`src/logic/rtc_pkg.sv`:
```
// Overview of operation
// - After reset run continuous readings paced by the internal time base.
// - In one-shot mode each front panel trigger press while idle starts exactly one reading.
// - One-shot needs store enabled, then one-shot choice, then buffer size.
// - With store enabled and one-shot active, each reading is written to store.
// - External trigger counts only its falling edge.
// - With external triggering selected, a falling edge starts readings in both modes.
// - Continuous mode, once triggered, takes readings back to back.
// - One-shot mode takes one reading per event, then waits idle.
// - In one-shot mode panel button and, with external mode selected, external input both start readings.
// - Disabling the data store leaves one-shot and returns to continuous.
// - External edges ignored unless external mode selected, by bus mode code.
// - Each finished reading starts a negative-going completion pulse, or restarts one still in progress.
// - Continuous completion pulses follow each finished conversion at conversion rate when conversions finish more than COMPLETE_CYCLES clocks apart.
// - One-shot mode gives one completion pulse per accepted trigger; readings ending within COMPLETE_CYCLES clocks of each other share one pulse.
package rtc_pkg;

    // clock and timing
    localparam int unsigned CLK_PERIOD_NS     = 100;
    localparam int unsigned COMPLETE_PULSE_NS = 10000;
    localparam int unsigned COMPLETE_CYCLES   =
        (COMPLETE_PULSE_NS + CLK_PERIOD_NS - 1) / CLK_PERIOD_NS;
    localparam int unsigned CONV_PERIOD_NS    = 1000000;
    localparam int unsigned CONV_CYCLES       = CONV_PERIOD_NS / CLK_PERIOD_NS;

    // widths and codes
    localparam int unsigned PULSE_CNT_W = 8;
    localparam int unsigned CONV_CNT_W  = 24;
    localparam int unsigned MODE_CODE_W = 4;
    localparam int unsigned BUF_SIZE_W  = 10;
    localparam logic [MODE_CODE_W-1:0] BUS_TRIGGER_MODE_CODE = 4'h7;

    // reset values
    localparam logic [BUF_SIZE_W-1:0] BUF_SIZE_RST = 10'h000;
    localparam logic                  EXT_SEL_RST  = 1'b0;
    localparam logic                  RUNNING_RST  = 1'b1;

    // reading cycle states
    typedef enum logic [1:0] {
        RTC_IDLE,
        RTC_BUSY
    } rtc_state_e;

endpackage

```
`src/logic/rtc_trigger_ctrl.sv`:
```
`timescale 1ns/10ps
module rtc_trigger_ctrl
    import rtc_pkg::*;
#(
    parameter int unsigned CONV_CYC = CONV_CYCLES
) (
    // clock and reset
    input  wire logic                   clock,
    input  wire logic                   rst_n,
    // trigger pins, asynchronous
    input  wire logic                   ext_trig_n_pin,
    input  wire logic                   panel_trig_pin,
    // configuration
    input  wire logic                   store_enable,
    input  wire logic                   oneshot_select,
    input  wire logic                   buf_size_write,
    input  wire logic [BUF_SIZE_W-1:0]  buf_size_in,
    input  wire logic                   mode_code_write,
    input  wire logic [MODE_CODE_W-1:0] mode_code_in,
    // conversion engine
    output logic                        conv_start,
    input  wire logic                   conv_done,
    // data store and completion
    output logic                        store_write,
    output logic                        complete_n,
    // status
    output logic                        oneshot_active,
    output logic                        ext_trig_selected,
    output logic [BUF_SIZE_W-1:0]       buf_size,
    output logic                        reading_busy
);

    // synchronised pins: bit 1 external (idle high), bit 0 panel
    logic [1:0] pins_sync;
    logic [1:0] pins_prev_reg;

    rtc_sync2 #(
        .WIDTH (2)
    ) u_sync (
        .clock    (clock),
        .rst_n    (rst_n),
        .async_in ({ext_trig_n_pin, panel_trig_pin}),
        .rst_val  (2'h2),
        .sync_out (pins_sync)
    );

    // state
    rtc_state_e                 state_reg;
    rtc_state_e                 state_next;
    logic                       oneshot_reg;
    logic                       oneshot_pend_reg;
    logic                       ext_sel_reg;
    logic                       running_reg;
    logic                       running_next;
    logic [BUF_SIZE_W-1:0]      buf_size_reg;
    logic [CONV_CNT_W-1:0]      tb_cnt_reg;
    logic [PULSE_CNT_W-1:0]     pulse_cnt_reg;
    logic                       conv_start_reg;
    logic                       store_write_reg;

    // edge detection on the synchronised levels
    wire ext_fall    = pins_prev_reg[1] & ~pins_sync[1];
    wire panel_press = ~pins_prev_reg[0] & pins_sync[0];
    wire ext_event   = ext_fall & ext_sel_reg;
    wire is_idle     = (state_reg == RTC_IDLE);
    wire tb_tick     = (tb_cnt_reg == CONV_CNT_W'(CONV_CYC - 1));
    wire done_evt    = (state_reg == RTC_BUSY) & conv_done;
    wire code_is_ext = (mode_code_in == BUS_TRIGGER_MODE_CODE);
    wire ext_sel_set = mode_code_write & code_is_ext & ~ext_sel_reg;

    // one-shot accepts either source, only while idle
    wire oneshot_go  = oneshot_reg & is_idle
                       & (panel_press | ext_event);
    // continuous: time base pacing, or back to back after ext trigger
    wire cont_go     = ~oneshot_reg & running_reg & is_idle
                       & (ext_sel_reg | tb_tick);
    wire start_go    = oneshot_go | cont_go;

    // edge history
    always_ff @(posedge clock or negedge rst_n) begin
        if (!rst_n) begin
            pins_prev_reg <= 2'h2;
        end else begin
            pins_prev_reg <= pins_sync;
        end
    end

    // mode selection: store, then one-shot choice, then buffer size
    always_ff @(posedge clock or negedge rst_n) begin
        if (!rst_n) begin
            oneshot_pend_reg <= 1'b0;
            oneshot_reg      <= 1'b0;
            buf_size_reg     <= BUF_SIZE_RST;
        end else if (!store_enable) begin
            oneshot_pend_reg <= 1'b0;
            oneshot_reg      <= 1'b0;
        end else begin
            if (oneshot_select) begin
                oneshot_pend_reg <= 1'b1;
            end
            if (buf_size_write && oneshot_pend_reg) begin
                buf_size_reg     <= buf_size_in;
                oneshot_reg      <= 1'b1;
                oneshot_pend_reg <= 1'b0;
            end
        end
    end

    // external trigger mode from the bus mode code
    always_ff @(posedge clock or negedge rst_n) begin
        if (!rst_n) begin
            ext_sel_reg <= EXT_SEL_RST;
        end else if (mode_code_write) begin
            ext_sel_reg <= code_is_ext;
        end
    end

    // continuous run flag
    always_comb begin
        running_next = running_reg;
        if (oneshot_reg || ext_sel_set) begin
            running_next = 1'b0;
        end else if (!ext_sel_reg) begin
            running_next = 1'b1;
        end else if (ext_fall) begin
            running_next = 1'b1;
        end
    end

    always_ff @(posedge clock or negedge rst_n) begin
        if (!rst_n) begin
            running_reg <= RUNNING_RST;
        end else begin
            running_reg <= running_next;
        end
    end

    // internal time base
    always_ff @(posedge clock or negedge rst_n) begin
        if (!rst_n) begin
            tb_cnt_reg <= '0;
        end else if (tb_tick) begin
            tb_cnt_reg <= '0;
        end else begin
            tb_cnt_reg <= tb_cnt_reg + 1'b1;
        end
    end

    // reading cycle
    always_comb begin
        state_next = state_reg;
        case (state_reg)
            RTC_IDLE: begin
                if (start_go) begin
                    state_next = RTC_BUSY;
                end
            end
            RTC_BUSY: begin
                if (conv_done) begin
                    state_next = RTC_IDLE;
                end
            end
            default: begin
                state_next = RTC_IDLE;
            end
        endcase
    end

    always_ff @(posedge clock or negedge rst_n) begin
        if (!rst_n) begin
            state_reg       <= RTC_IDLE;
            conv_start_reg  <= 1'b0;
            store_write_reg <= 1'b0;
        end else begin
            state_reg       <= state_next;
            conv_start_reg  <= start_go;
            store_write_reg <= done_evt & oneshot_reg;
        end
    end

    // completion pulse, low for a fixed width after each reading
    always_ff @(posedge clock or negedge rst_n) begin
        if (!rst_n) begin
            pulse_cnt_reg <= '0;
        end else if (done_evt) begin
            pulse_cnt_reg <= PULSE_CNT_W'(COMPLETE_CYCLES);
        end else if (pulse_cnt_reg != '0) begin
            pulse_cnt_reg <= pulse_cnt_reg - 1'b1;
        end
    end

    // outputs
    assign conv_start        = conv_start_reg;
    assign store_write       = store_write_reg;
    assign complete_n        = (pulse_cnt_reg == '0);
    assign oneshot_active    = oneshot_reg;
    assign ext_trig_selected = ext_sel_reg;
    assign buf_size          = buf_size_reg;
    assign reading_busy      = (state_reg == RTC_BUSY);
endmodule

```
`src/logic/rtc_sync2.sv`:
```
`timescale 1ns/10ps
module rtc_sync2 #(
    parameter int unsigned WIDTH = 1
) (
    // clock and reset
    input  wire logic             clock,
    input  wire logic             rst_n,
    // asynchronous in, synchronous out
    input  wire logic [WIDTH-1:0] async_in,
    input  wire logic [WIDTH-1:0] rst_val,
    output logic      [WIDTH-1:0] sync_out
);

    logic [WIDTH-1:0] meta_reg;
    logic [WIDTH-1:0] sync_reg;

    // two flops; only the second reads the first
    always_ff @(posedge clock or negedge rst_n) begin
        if (!rst_n) begin
            meta_reg <= '0;
            sync_reg <= '0;
        end else begin
            meta_reg <= async_in ^ rst_val;
            sync_reg <= meta_reg;
        end
    end

    assign sync_out = sync_reg ^ rst_val;

endmodule

```
`config.mk`:
```
export PLATFORM = sky130hd
export DESIGN_NAME = rtc_trigger_ctrl
export DESIGN_NICKNAME = d
export VERILOG_FILES = /design/src/logic/rtc_pkg.sv /design/src/logic/rtc_trigger_ctrl.sv /design/src/logic/rtc_sync2.sv
export SDC_FILE = /design/constraint.sdc
export NUM_CORES = 1
export LEC_CHECK = 0
export BUFFER_PORTS_ARGS = -buffer_cell sky130_fd_sc_hd__buf_2
export CAP_MARGIN = 5
export CORE_UTILIZATION = 34
export DETAILED_ROUTE_END_ITERATION = 10
export REMOVE_ABC_BUFFERS = 1
export SLEW_MARGIN = 40
export SYNTH_ARGS = -nofsm -noshare
export SYNTH_HDL_FRONTEND = slang
export SYNTH_SLANG_ARGS = --single-unit
```
`constraint.sdc`:
```
create_clock -name clock -period 2 [get_ports clock]
set_input_delay 0.1 -clock clock [delete_from_list [all_inputs] [get_ports clock]]
set_output_delay 0.1 -clock clock [all_outputs]
set_load 0.005 [all_outputs]
```
# Yosys cells after proc, flatten, opt, wreduce, memory -nomap -nowiden
# Cells that the tools add are included.
[word_totals]
register_bits = 56
out_inout_bits = 16
input_bits = 23
[op_classes]
n_eq_ne = 8
n_reduce_logical = 8
muxes = 14
n_bitwise = 20
add_sub_neg = 2
[op_table]
columns = ["operator", "n"]
rows = [
  ["$add 24x1->24 const B", 1],
  ["$eq 24x14->1 const B", 1],
  ["$mux 24", 1],
  ["$mux 8", 2],
  ["$and 1x1->1", 12],
  ["$logic_not 8->1", 1],
  ["$mux 1", 8],
  ["$reduce_bool 8->1", 1],
  ["$sub 8x1->8 const B", 1],
  ["$ne 3x1->1 const B", 2],
  ["$not 1->1", 5],
  ["$eq 4x3->1 const B", 1],
  ["$mux 2", 2],
  ["$ne 2x1->1 const B", 2],
  ["$pmux 2 s2", 1],
  ["$reduce_and 2->1", 2],
  ["$or 1x1->1", 3],
  ["$eq 2x1->1 const B", 1],
  ["$logic_not 2->1", 1],
  ["$ne 2x2->1 const B", 1],
  ["$reduce_bool 2->1", 1],
  ["$logic_and 1x1->1", 1],
  ["$logic_or 1x1->1", 1],
]

# Depth between registers and ports, before layout
# Gate-level depths: netlist of the first run.
[depth]
ltp_word = 7
depth_mapped = 6
ltp_nobuf = 6

# Hierarchy
# From an unflattened synthesis of the first run, not the netlist that was laid out.
[hier_totals]
cells_unflattened = 217
hier_area_um2 = 2469.9
[modules_own_cells]
columns = ["module", "area_per_inst_um2", "seq_area_each_um2", "instances", "cells_per_inst"]
rows = [
  ["rtc_trigger_ctrl", 2334.7, 1278.7, 1, 209],
  ["rtc_sync2", 135.1, 100.1, 1, 8],
]

# Worst setup path after synthesis of the first run
# Ideal clock, no wire load.
[synth_path]
path_kind = "register -> register"
startpoint = "reg pulse_cnt_reg[0]"
endpoint = "reg pulse_cnt_reg[4]"
path_slack_ns = 0.472
n_path_buf = 0
required_ns = 1.875
setup_time_ns = 0.125
path_stages_with_launch = 7
arrival_time_ns = 1.403
synth_period_minus_slack_ns = 1.528
path_cell_list = "dfrtp_1 > inv_1 > ha_1 > nor2b_1 > a2111oi_1 > xnor2_1 > nor2_1"
[synth_via]
elab_chain_len = 3
elab_cells_between_ends = 5
classes_between = "1 x add/sub; 2 x mux; 2 x reduce/logical"
[synth_rtl]
columns = ["item", "line", "source"]
rows = [
  ["start, declared", "rtc_trigger_ctrl.sv:57", "logic [PULSE_CNT_W-1:0] pulse_cnt_reg;"],
  ["start signal, assigned", "rtc_trigger_ctrl.sv:186", "pulse_cnt_reg <= PULSE_CNT_W'(COMPLETE_CYCLES);"],
  ["start signal, assigned", "rtc_trigger_ctrl.sv:188", "pulse_cnt_reg <= pulse_cnt_reg - 1'b1;"],
  ["$sub 8x1->8", "rtc_trigger_ctrl.sv:188", ""],
  ["$mux 8", "rtc_trigger_ctrl.sv:187", "end else if (pulse_cnt_reg != '0) begin"],
  ["$mux 8", "rtc_trigger_ctrl.sv:185", "end else if (done_evt) begin"],
]
# Parallel ways exist; a longest one is shown, timed or not. The select of a mux whose other input is x is not followed.
# A chain may end at the register's enable or synchronous reset.

# Worst setup path after layout of the first run
[layout_path]
startpoint = "reg pulse_cnt_reg[0]"
endpoint = "out complete_n"
[layout_via]
elab_chain_len = 1
[layout_rtl]
columns = ["item", "line", "source"]
rows = [
  ["$logic_not 8->1", "rtc_trigger_ctrl.sv:195", "assign complete_n = (pulse_cnt_reg == '0);"],
  ["end, declared", "rtc_trigger_ctrl.sv:25", "output logic complete_n,"],
]
# Every way passes these cells.

==> results of run 1 <==
Yosys cell counts (2+ instances only):
library cell | instances | area [um2]
dfrtp_1 | 53 | 1326
nor2_1 | 17 | 63.81
xnor2_1 | 17 | 148.9
nand2_1 | 16 | 60.06
nand3_1 | 12 | 60.06
a21oi_1 | 10 | 50.05
mux2_2 | 10 | 112.6
inv_1 | 9 | 33.78
xor2_1 | 8 | 70.07
nand4_1 | 7 | 43.79
nor3_1 | 6 | 30.03
and3_1 | 5 | 31.28
and4_1 | 4 | 35.03
nor2b_1 | 4 | 25.02
nor4_1 | 4 | 25.02
a211oi_1 | 3 | 22.52
and2_1 | 3 | 18.77
ha_1 | 3 | 37.54
or3_1 | 3 | 18.77
buf_2 | 2 | 10.01
clkbuf_1 | 2 | 7.510
dfstp_2 | 2 | 52.55
nor4_4 | 2 | 42.54
o21ai_0 | 2 | 10.01
layer usage:
| layer | part of all wire [%] | global-route usage, % | vias to the layer above |
|---|---|---|---|
| li1 | - | - | 858 |
| met1 | 48 | 16.78 | 839 |
| met2 | 48 | 21.57 | 20 |
| met3 | 2.6 | 2.952 | 6 |
| met4 | 1.4 | 4.545 | 0 |
| met5 | 0 | 0 | - |
power by group through the flow:
stage / Clock (W) / Combinational, W / Sequential [W]
final: 0.000651 / 0.000501 / 0.00140
after detailed placement: 0 / 0.000484 / 0.00142
after global routing: 0.000733 / 0.000572 / 0.00143
after global placement: 0 / 0.000483 / 0.00142
after floorplan: 0 / 0.000314 / 0.00141
after CTS: 0.000684 / 0.000502 / 0.00140
how the worst min path moves through the flow:
stage	start	end	depth (start not counted)
5_1_grt	buf_size_in[8]	buf_size[8]$_DFFE_PN0P_	2
4_1_cts	buf_size_in[3]	buf_size[3]$_DFFE_PN0P_	2
3_5_place_dp	rst_n	tb_cnt_reg[13]$_DFF_PN0_	1
3_3_place_gp	rst_n	tb_cnt_reg[10]$_DFF_PN0_	1
6_report	buf_size_in[0]	buf_size[0]$_DFFE_PN0P_	2
2_1_floorplan	rst_n	buf_size[0]$_DFFE_PN0P_	0
logic make-up after synthesis:
logic type,Yosys count
compound gates,19
xor+xnor,25
fa+ha+maj,3
buf+inv,13
flops,55
mux,11
simple gates,88
cell type report:
cell class	count	share of cell area, %
clock buffer	5	2.315
sequential	55	46.38
clock inverter	3	1.136
timing repair buffer	51	11.11
tap	96	4.040
inverter	9	1.136
multi-input combinational	146	33.88
through the flow:
step | hold WS (ns) | util (%) | setup WS [ns] | instance area (um2) | instances
finish | 0.02035 | 43.28 | 0.2310 | 2973 | 365
global route | 0.003715 | 43.28 | 0.07167 | 2973 | 365
CTS | 0.0006032 | 42.81 | 0.06270 | 2940 | 362
detailed placement | 0.1314 | 40.00 | 0.3574 | 2748 | 345
global placement | 0.1284 | 40.00 | 0.3683 | 2748 | 345
floorplan | -0.1956 | - | 0.4738 | 2417 | 210
repair_timing:
action,4_1_cts,5_1_grt
endpoints found under the hold margin,30,3
hold buffers,9,3
gates resized for setup,0,1
setup endpoints to repair,0,1
worst max-delay path: cells and delay by family, from the launching register on:
kind / cells / cell delay (ns)
flops: 1 / 0.43
fa+ha+maj: 1 / 0.16
buf+inv: 3 / 0.29
simple gates: 2 / 0.48
cell usage in the layout (no fill, tap or decap), drive strengths merged, types with 5 or more instances in the layout:
cell and count:
nor2 17, xnor2 17, clkbuf 5, nor4 6, inv 10, and3 5, buf 39, nand3 13
nand4 7, nand2 16, xor2 8, nor3 6, a21oi 10, dfrtp 53, mux2 10, dlygate4sd3 12
==> summary.md, run 1 <==
| Metric | Value |
|---|---|
| Starting density of the core | 35.45% |
| Final GP Congestion | 0.7929 |
| CP startpoint kind | register |
| Root buffer cell | clkbuf_8 |
| Avg Cell Area, Syn | 11.38 um2 |
| Synth Area in Simple Gates | 20.55% |
| Max-slew violations | 0 |
| Clk_lat worst skew | 0.31 ns |
| Adder-Cell Fraction of Synth Area | 1.542% |
| Top cell by count, worst path | inv_1 |
| Critical path's slowest cell | dfrtp_1 |
| Main combinational cell family by area after synthesis | simple AND/OR/NAND/NOR gates |
| IO Port Bufs | 38 |
| Die Width | 86.63 um |
| Row Count | 30 |
| DRT Pass-1 Iters | 4 |
| Crit-path max cell delay | 0.43 ns |
| Post-CTS setup buffer count | 0 |
| Clock group share of total power | 25.5% |
| Max-cap violations | 0 |
| Htree depth | 2 |
| Mux contribution to synthesized area | 5.036% |
| Final net count | 294 |
| Psw | 0.0007636 W |
| Int Pwr | 0.001788 W |
| Max Freq | 0.5653 GHz |
| Slew margin rel. | 62.16% |
| Sequential power share | 54.8% |
| DIE AREA | 0.007504 mm2 |
| Cell Pwr Density | 858.2 mW/mm2 |
| Worst Setup End Kind | output pin |
| FF-to-FF Start | pulse_cnt_reg[0]$_DFFE_PN0P_ |
| Setup TNS Final | 0 ns |
| FF-to-FF setup slack | 0.36 ns |
| Final setup viols | 0 |
| Synth unique cells | 34 |
| Compound-Gate Fraction of Synth Area | 5.139% |
| Net Sw Frac | 29.93% |
| Hold Fails Final Rpt | 0 |
| Run status | finished clean |
| Gr usage total | 13.01% |
| CTS clock-pin slew for the worst setup and hold paths | 0.11 ns |
| CP Max Fanout | 6 |
| WL final | 4416 um |
| Worst path required time | 1.90 ns |
| Vias in the first global route | 1670 |
| Area grow syn2layout | 22.10% |
| Clock Sinks | 55 |
| Max reg flops | 24 |
| Initial antenna violation count | 0 |
| Power after layout | 0.002551 W |
| Gr ovfl total | 0 |
| DP Wirelength | 3206 um |
| Static leakage | 1.351 nW |
| Ys async rst share | 100.0% |
| R2r endpoint | pulse_cnt_reg[4]$_DFFE_PN0P_ |
| Fin crit share | 88.45% |
| Layout cell share with drive strength beyond 1 | 24.54% |
| Peak supply drop | 0.0004266 V |
| Worst-Margin Slew | 0.5676 ns |
| First-pass GRT wire length | 7645 um |
| Reg2Reg Depth | 6 |
| Syn Inst Count | 214 |
| Vert. Die Dim | 86.63 um |
| Antenna-violating nets left | 0 |
| Multi-input gate area | 0.001007 mm2 |
| CTS tree | built |
| Crit Path Class | reg2out |
| Via total after detailed routing | 1723 |
| Clock Tree Buf Depth | 2 |
| CORE AREA | 0.006869 mm2 |
| Fin crit period | 1.769 ns |
| CTS buffer count | 5 |
| Warning count from the yosys run | 0 |
| Worst Setup EP | complete_n |
| Max Clock Skew | 0.01327 ns |
| Drt first-iter violations | 80 |
| Vias/cell | 4.721 |
| Wire per inst | 12.10 um |
| Reg area | 0.001379 mm2 |
| Antenna Cells | 0 |
| Hold Crit Class | in2reg |
| Cell Chain, Critical Path | inv_1 > ha_1 > nor2b_2 > nand3b_1 > inv_1 > buf_2 |
| Filler Cells Inserted | 650 |
| Synth Area in XOR/XNOR | 8.993% |
| Beginning of the critical path | pulse_cnt_reg[0]$_DFFE_PN0P_ |
| Post-synth top flop | dfrtp_1 |
| Seq cells post-synth | 55 |
| Post-synthesis sequential area ratio | 56.63% |
| DRC violations left | 0 |
| Mapped Area | 0.002435 mm2 |
| RSZ-0062 raised after global routing | no |
| # IOs | 39 |
| Largest net degree at the start of global routing | 34 |
| CP arrival | 1.67 ns |
| Comb pwr share | 19.6% |
| EDFF count, synth | 0 |
No activity file was read; power rests on OpenSTA's default activity.
==> run 2: changes to the inputs <==
Settings changed: ABC_AREA set to 1.
==> run 2 against run 1 <==
Compared with the run above: final area is 2.7% higher; global-route usage up 0.44 points; clock power down 2%; count of clock-buffer cells in the layout unchanged; combinational power fell by 12%; wire length up 9.8%; area after synthesis rose by 6.5%; via count is 13% higher; flip-flop and latch count unchanged; worst setup slack better by 0.27 ns; power fell by 5.2%; clock skew decreased by 0.0060 ns.
==> summary.md, run 2 <==
| Metric | Value |
|---|---|
| Mapped Area | 0.002592 mm2 (+6.5%) |
| CORE AREA | 0.007331 mm2 (+6.7%) |
| Antenna Cells | 0 (unchanged) |
| Inst Count DP | 421 (+22%) |
| FF-to-FF Start | tb_cnt_reg[0]$_DFF_PN0_ |
| Max-slew violations | 0 (unchanged) |
| CP arrival | 1.40 ns (-0.27 ns) |
| Family with the most delay on the worst path | simple AND/OR/NAND/NOR gates |
| Max Freq | 0.6656 GHz (+18%) |
| DRT Pass-1 Iters | 4 (unchanged) |
| Final GP Congestion | 0.8405 (+6.0%) |
| CTS buffer count | 5 (unchanged) |
| Gr usage total | 13.45% (+0.44 points) |
| # IOs | 39 (unchanged) |
| Post-synthesis sequential area ratio | 53.19% (-3.4 points) |
| Antenna-violating nets left | 0 (unchanged) |
| Placed cell area | 0.002909 mm2 (+5.9%) |
| Vias/cell | 4.491 (-4.9%) |
| Avg Cell Area, Syn | 9.128 um2 (-20%) |
| Worst-Margin Slew | 0.6863 ns (+0.1187 ns) |
| Static leakage | 1.542 nW (+14%) |
| EDFF count, synth | 0 (unchanged) |
| Fin crit share | 75.12% (-13 points) |
| WL final | 4848 um (+9.8%) |
| Warning count from the yosys run | 0 (unchanged) |
| Area leader, netlist | dfrtp_1 |
| Crit Path Class | reg2out |
| Gr ovfl total | 0 (unchanged) |
| Crit-path max cell delay | 0.42 ns (about the same) |
| Initial antenna violation count | 0 (unchanged) |
| Layout cell share with drive strength beyond 1 | 22.39% (-2.1 points) |
| Post-synth top area share | 51.16% (-3.3 points) |
| Clock Tree Buf Depth | 2 (unchanged) |
| Drt first-iter violations | 67 (-16%) |
| Post-Layout Cell Count | 434 (+19%) |
| Top post-synthesis cells by area | dfrtp_1, inv_1, nand2_1 |
| Clk_lat worst skew | 0.31 ns (about the same) |
| Vert. Die Dim | 89.32 um (+3.1%) |
| Wire per inst | 11.17 um (-7.7%) |
| Fin area | 0.003052 mm2 (+2.7%) |
| RSZ-0062 raised after global routing | no |
| Slew margin rel. | 54.25% (-7.9 points) |
| Die Width | 89.32 um (+3.1%) |
| Hold Fails Final Rpt | 0 (unchanged) |
| Row Count | 31 (+3.3%) |
| Ys async rst share | 100.0% (unchanged) |
| Beginning of the critical path | pulse_cnt_reg[3]$_DFFE_PN0P_ |
| Hold Crit Class | in2reg |
| Worst Setup End Kind | output pin |
| CTS clock-pin slew for the worst setup and hold paths | 0.11 ns (about the same) |
| First-pass GRT wire length | 8093 um (+5.9%) |
| Area grow syn2layout | 17.71% |
| Final setup viols | 0 (unchanged) |
| Commonest cells after routing, fill and taps aside | dfrtp_1, inv_1, nand2_1 |
| Leading cell type in the layout, fill and taps excluded | dfrtp_1 |
| DP Wirelength | 3624 um (+13%) |
| CP startpoint kind | register |
| Root buffer cell | clkbuf_8 |
| Htree depth | 2 (unchanged) |
| Most common cell in the synthesized netlist | dfrtp_1 |
| DIE AREA | 0.007978 mm2 (+6.3%) |
| DRC violations left | 0 (unchanged) |
| Max-cap violations | 0 (unchanged) |
| Syn Inst Count | 284 (+33%) |
| CP Max Fanout | 5 (-1) |
| Critical path's slowest cell | dfrtp_1 |
| Fin crit period | 1.502 ns (-0.2666 ns) |
| CTS tree | built |
| Max reg flops | 24 (unchanged) |
| Vias in the first global route | 1753 (+5.0%) |
| IO Port Bufs | 38 (unchanged) |
| Post-synth top flop | dfrtp_1 |
| Max Clock Skew | 0.007224 ns (-0.006050 ns) |
| Hold_sp | buf_size_in[1] |
| Largest net degree at the start of global routing | 56 (+65%) |
| Cell Pwr Density | 792.8 mW/mm2 (-7.6%) |
| Starting density of the core | 35.36% (-0.082 points) |
| Setup TNS Final | 0 ns (unchanged) |
| Synth unique cells | 31 (-8.8%) |
| Final net count | 360 (+22%) |
| Run status | finished clean |
| Peak supply drop | 0.0004552 V (+6.7%) |
| Via total after detailed routing | 1949 (+13%) |
| Seq cells post-synth | 55 (unchanged) |
| Cell Chain, Critical Path | nor2_1 > nand2_1 > nor2_4 > buf_2 |
| Synth top cells by count | dfrtp_1, inv_1, nand2_1 |
| Worst path required time | 1.90 ns (about the same) |
| Worst Path Buf+Inv | 1 (-2) |
| Clock Sinks | 55 (unchanged) |
==> run 2: cell count changes after synthesis, moves of 6 or more <==
| cell | change |
|---|---|
| inv_1 | +39 |
| nand2_1 | +32 |
| xnor2_1 | -14 |
| nor2_1 | +13 |
| o21ai_0 | +7 |
| nand3_1 | +6 |
==> run 2: worst reg2reg max path: stages, from the launching register on <==
cell and delay, ns:
dfrtp_1 0.36, ha_1 0.22, nand3_1 0.14, nor2_1 0.18, nand3_2 0.20, nand2_1 0.12
nand2_1 0.07, nand3_1 0.07, nand2_1 0.05, inv_1 0.05
==> run 2: cells by family (layout without fill, tap and decap cells) <==
| family | Yosys count | count (layout) | synth area share [%] |
|---|---|---|---|
| AO/OA/AOI/OAI | 28 | 28 | 6.226 |
| XOR/XNOR | 13 | 13 | 4.392 |
| AND/OR/NAND/NOR | 123 | 123 | 22.83 |
| multiplexers | 10 | 10 | 4.344 |
| adder cells (fa/ha/maj) | 3 | 3 | 1.448 |
| flip-flops | 55 | 55 | 53.19 |
| buffers and inverters | 52 | 103 | 7.577 |
==> run 2: area by class of cell <==
type	count	area [um2]
Clock buffer	5	68.82
Multi-Input combinational cell	177	1017
Timing Repair Buffer	44	247.7
Tap cell	99	123.9
Clock inverter	3	23.77
Fill cell	739	4279
Inverter	51	191.4
Sequential cell	55	1379
==> run 2: power by group <==
| part | internal, W | leakage [nW] | switching [W] |
|---|---|---|---|
| clock | 0.000254 | 0.0461 | 0.000384 |
| combinational | 0.000196 | 0.806 | 0.000245 |
| sequential | 0.00124 | 0.690 | 0.0000970 |
| total | 0.00169 | 1.54 | 0.000726 |
==> run 2: final timing paths <==
path	endpoint	slack, ns	cells past startpoint
max	complete_n	0.50	4
min	buf_size[1]$_DFFE_PN0P_	0.01	2
max reg2reg	state_reg[0]$_DFFE_PN0P_	0.50	9
min reg2reg	u_sync.sync_reg[0]$_DFF_PN0_	0.36	0
max in group asynchronous	buf_size[5]$_DFFE_PN0P_	1.11	3
min in group asynchronous	tb_cnt_reg[23]$_DFF_PN0_	0.44	3
==> run 2: metrics by stage <==
stage,hold slack [ns],total power (W),setup slack [ns],utilization (%)
after global placement,0.2081,0.001789,0.5838,39.68
after CTS,0.002016,0.002455,0.4828,41.49
after floorplan,-0.1956,0.001629,0.6648,-
after detailed placement,0.2094,0.001805,0.5100,39.68
after global routing,0.008307,0.002590,0.3136,41.63
final,0.01468,0.002419,0.4976,41.63
==> run 2: what timing repair did <==
action,CTS,global route
hold endpoints to repair,56,1
buffers inserted,0,0
resized for setup,0,0
hold buffers,4,1
==> run 2: routing by layer <==
layer  part of all wire (%)  global-route usage (%)  routed length, um  up-vias
met5                      0                       0                  0        -
met2                     47                   20.26               2275       24
met3                    2.8                   3.139                134        5
met4                    1.8                   5.628                 85        0
li1                       -                       -                  -     1007
met1                     49                   18.63               2353      913
==> run 3: changes to the inputs <==
Clock period 2 ns to 1.2 ns, I/O delays scaled along.
==> run 3 against run 2 <==
Compared with the run above: the run now ends with negative setup slack left; worst setup slack worse by 0.70 ns; register-to-register slack worse by 0.69 ns; utilization is 17 points higher; clock skew is 0.0020 ns higher; cell count is 22% higher; count of clock-buffer cells in the layout stayed put; largest cell class is now multi-input combinational cells; highest routed layer unchanged.
==> summary.md, run 3 (synthesis gave the netlist of run 2 again) <==
| Metric | Value |
|---|---|
| Via total after detailed routing | 2426 (+24%) |
| IO Port Bufs | 38 (unchanged) |
| CP startpoint kind | register |
| Antenna Cells | 0 (unchanged) |
| CP arrival | 1.35 ns (-0.05 ns) |
| CTS tree | built |
| DRT Pass-1 Iters | 4 (unchanged) |
| Worst path required time | 1.14 ns (-0.76 ns) |
| CP Max Fanout | 2 (-3) |
| Gr usage total | 16.36% (+2.9 points) |
| Fin crit share | 117.1% |
| First-pass GRT wire length | 9984 um (+23%) |
| Run status | finished with violations |
| Vert. Die Dim | 89.32 um (unchanged) |
| Hold Crit Class | in2reg |
| Leading cell type in the layout, fill and taps excluded | buf_4 |
| Family with the most delay on the worst path | flip-flops |
| Fin util | 59.12% (+17 points) |
| Max Clock Skew | 0.009246 ns (+0.002022 ns) |
| Hold Fails Final Rpt | 0 (unchanged) |
| Vias in the first global route | 2262 (+29%) |
| # IOs | 39 (unchanged) |
| Starting density of the core | 35.36% (unchanged) |
| Worst Path Buf+Inv | 3 (+2) |
| Post-Layout Cell Count | 530 (+22%) |
| Commonest cells after routing, fill and taps aside | buf_4, dfrtp_1, buf_2 |
| M2 GR Usage | 26.37% (+6.1 points) |
| Max Freq | 0.7117 GHz |
| Slew margin rel. | 81.70% (+27 points) |
| Failing checks | negative setup slack |
| Max reg flops | 24 (unchanged) |
| Vias/cell | 4.577 (+1.9%) |
| Layout cell share with drive strength beyond 1 | 56.84% (+34 points) |
| Min setup slack post-route | -0.2050 ns (-0.7027 ns) |
| Fin crit period | 1.405 ns |
| Row Count | 31 (unchanged) |
| Worst Setup End Kind | output pin |
| Crit Path Class | reg2out |
| Fin area | 0.004334 mm2 (+42%) |
| CORE AREA | 0.007331 mm2 (unchanged) |
| DP Wirelength | 4245 um (+17%) |
| Power after layout | 0.005061 W (+110%) |
| Cell Pwr Density | 1168 mW/mm2 (+47%) |
| Antenna-violating nets left | 0 (unchanged) |
| CTS clock-pin slew for the worst setup and hold paths | 0.11 ns (about the same) |
| Clock Tree Buf Depth | 2 (unchanged) |
| DRC violations left | 0 (unchanged) |
| CTS buffer count | 5 (unchanged) |
| Htree depth | 2 (unchanged) |
| Clock Sinks | 55 (unchanged) |
| M1 GR Usage | 22.05% (+3.4 points) |
| Placed cell area | 0.003319 mm2 (+14%) |
| Drt first-iter violations | 94 (+40%) |
| Max-slew violations | 0 (unchanged) |
| DIE AREA | 0.007978 mm2 (unchanged) |
| Met3 usage | 2.770% (-0.37 points) |
| Final net count | 456 (+27%) |
| Critical path's slowest cell | dfrtp_1 |
| Inst Count DP | 474 (+13%) |
| Final GP Congestion | 0.8601 (+2.3%) |
| Max-cap violations | 0 (unchanged) |
| Busiest grt layer | met2 |
| Peak supply drop | 0.0007364 V (+62%) |
| Gr ovfl total | 0 (unchanged) |
| Worst-Margin Slew | 0.2745 ns (-0.4118 ns) |
| Wire per inst | 12.87 um (+15%) |
| Initial antenna violation count | 0 (unchanged) |
| Largest net degree at the start of global routing | 24 (-57%) |
| Die Width | 89.32 um (unchanged) |
| Final setup viols | 39 (+39) |
| Area grow syn2layout | 67.18% |
| Root buffer cell | clkbuf_8 |
| RSZ-0062 raised after global routing | yes |
| Top cell by count, worst path | buf_6 |
| Crit-path max cell delay | 0.41 ns (about the same) |
| Cell Chain, Critical Path | inv_2 > ha_4 > nand2_4 > nor2_4 > buf_6 > buf_6 |
| Clk_lat worst skew | 0.32 ns (about the same) |
| WL final | 6819 um (+41%) |
| Static leakage | 2.193 nW (+42%) |
run 3: cell type report:
type                    count  area (um2)
clock inverters             3       28.78
multi-input cells         177        1440
well taps                  99       123.9
clock buffers               5       68.82
inverters                  51       201.4
fillers                   561        2997
flip-flops and latches     55        1386
repair buffers            140        1085
run 3: where the power goes:
group	internal (W)	switching (W)	total, W
logic	0.000910	0.000792	0.00170
clock network	0.000442	0.000679	0.00112
registers	0.00207	0.000164	0.00224
run 3: path summary, 6_finish.rpt:
| kind | startpoint | end | slack, ns | cells past startpoint |
|---|---|---|---|---|
| hold / removal | store_enable | oneshot_active$_DFFE_PN0N_ | 0.04 | 3 |
| setup reg to reg | tb_cnt_reg[0]$_DFF_PN0_ | tb_cnt_reg[22]$_DFF_PN0_ | -0.19 | 7 |
| max in group asynchronous | rst_n | running_reg$_DFFE_PN1P_ | 0.54 | 3 |
| setup / recovery | pulse_cnt_reg[0]$_DFFE_PN0P_ | complete_n | -0.21 | 6 |
| min in group asynchronous | rst_n | tb_cnt_reg[0]$_DFF_PN0_ | 0.10 | 2 |
| hold reg to reg | u_sync.meta_reg[0]$_DFF_PN0_ | u_sync.sync_reg[0]$_DFF_PN0_ | 0.36 | 0 |
run 3: metal layers:
layer  share of wire (%)  routed length (um)  vias to the layer above
met1                  44                3014                     1175
met4                 2.1                 144                        0
met3                 1.8                 123                       13
li1                    -                   -                     1200
met5                   0                   0                        -
met2                  52                3536                       38
run 3: worst reg2reg max path: stages (launching register included):
cell     delay, ns
dfrtp_1       0.41
ha_4          0.17
nand3_4       0.10
inv_4         0.11
nand2_4       0.06
nor2_4        0.13
nand4_1       0.14
xnor2_1       0.19
run 3: stage by stage:
stage               setup TNS (ns)  hold slack, ns  worst slack (ns)
finish                      -3.639         0.03718           -0.2050
global route                -6.436         0.03927           -0.2978
CTS                         -2.801       0.0006149           -0.1755
detailed placement          -4.014        -0.08786           -0.2913
global placement            -3.274        -0.08795           -0.2566
floorplan                  -0.6467         -0.2356           -0.1352
run 3: what timing repair did:
action,CTS,global route
pin swaps,28,49
gates resized for setup,62,82
endpoints found under the setup margin,43,44
endpoints found under the hold margin,67,0
gates cloned,0,1
hold buffers,16,0
buffers inserted,16,19
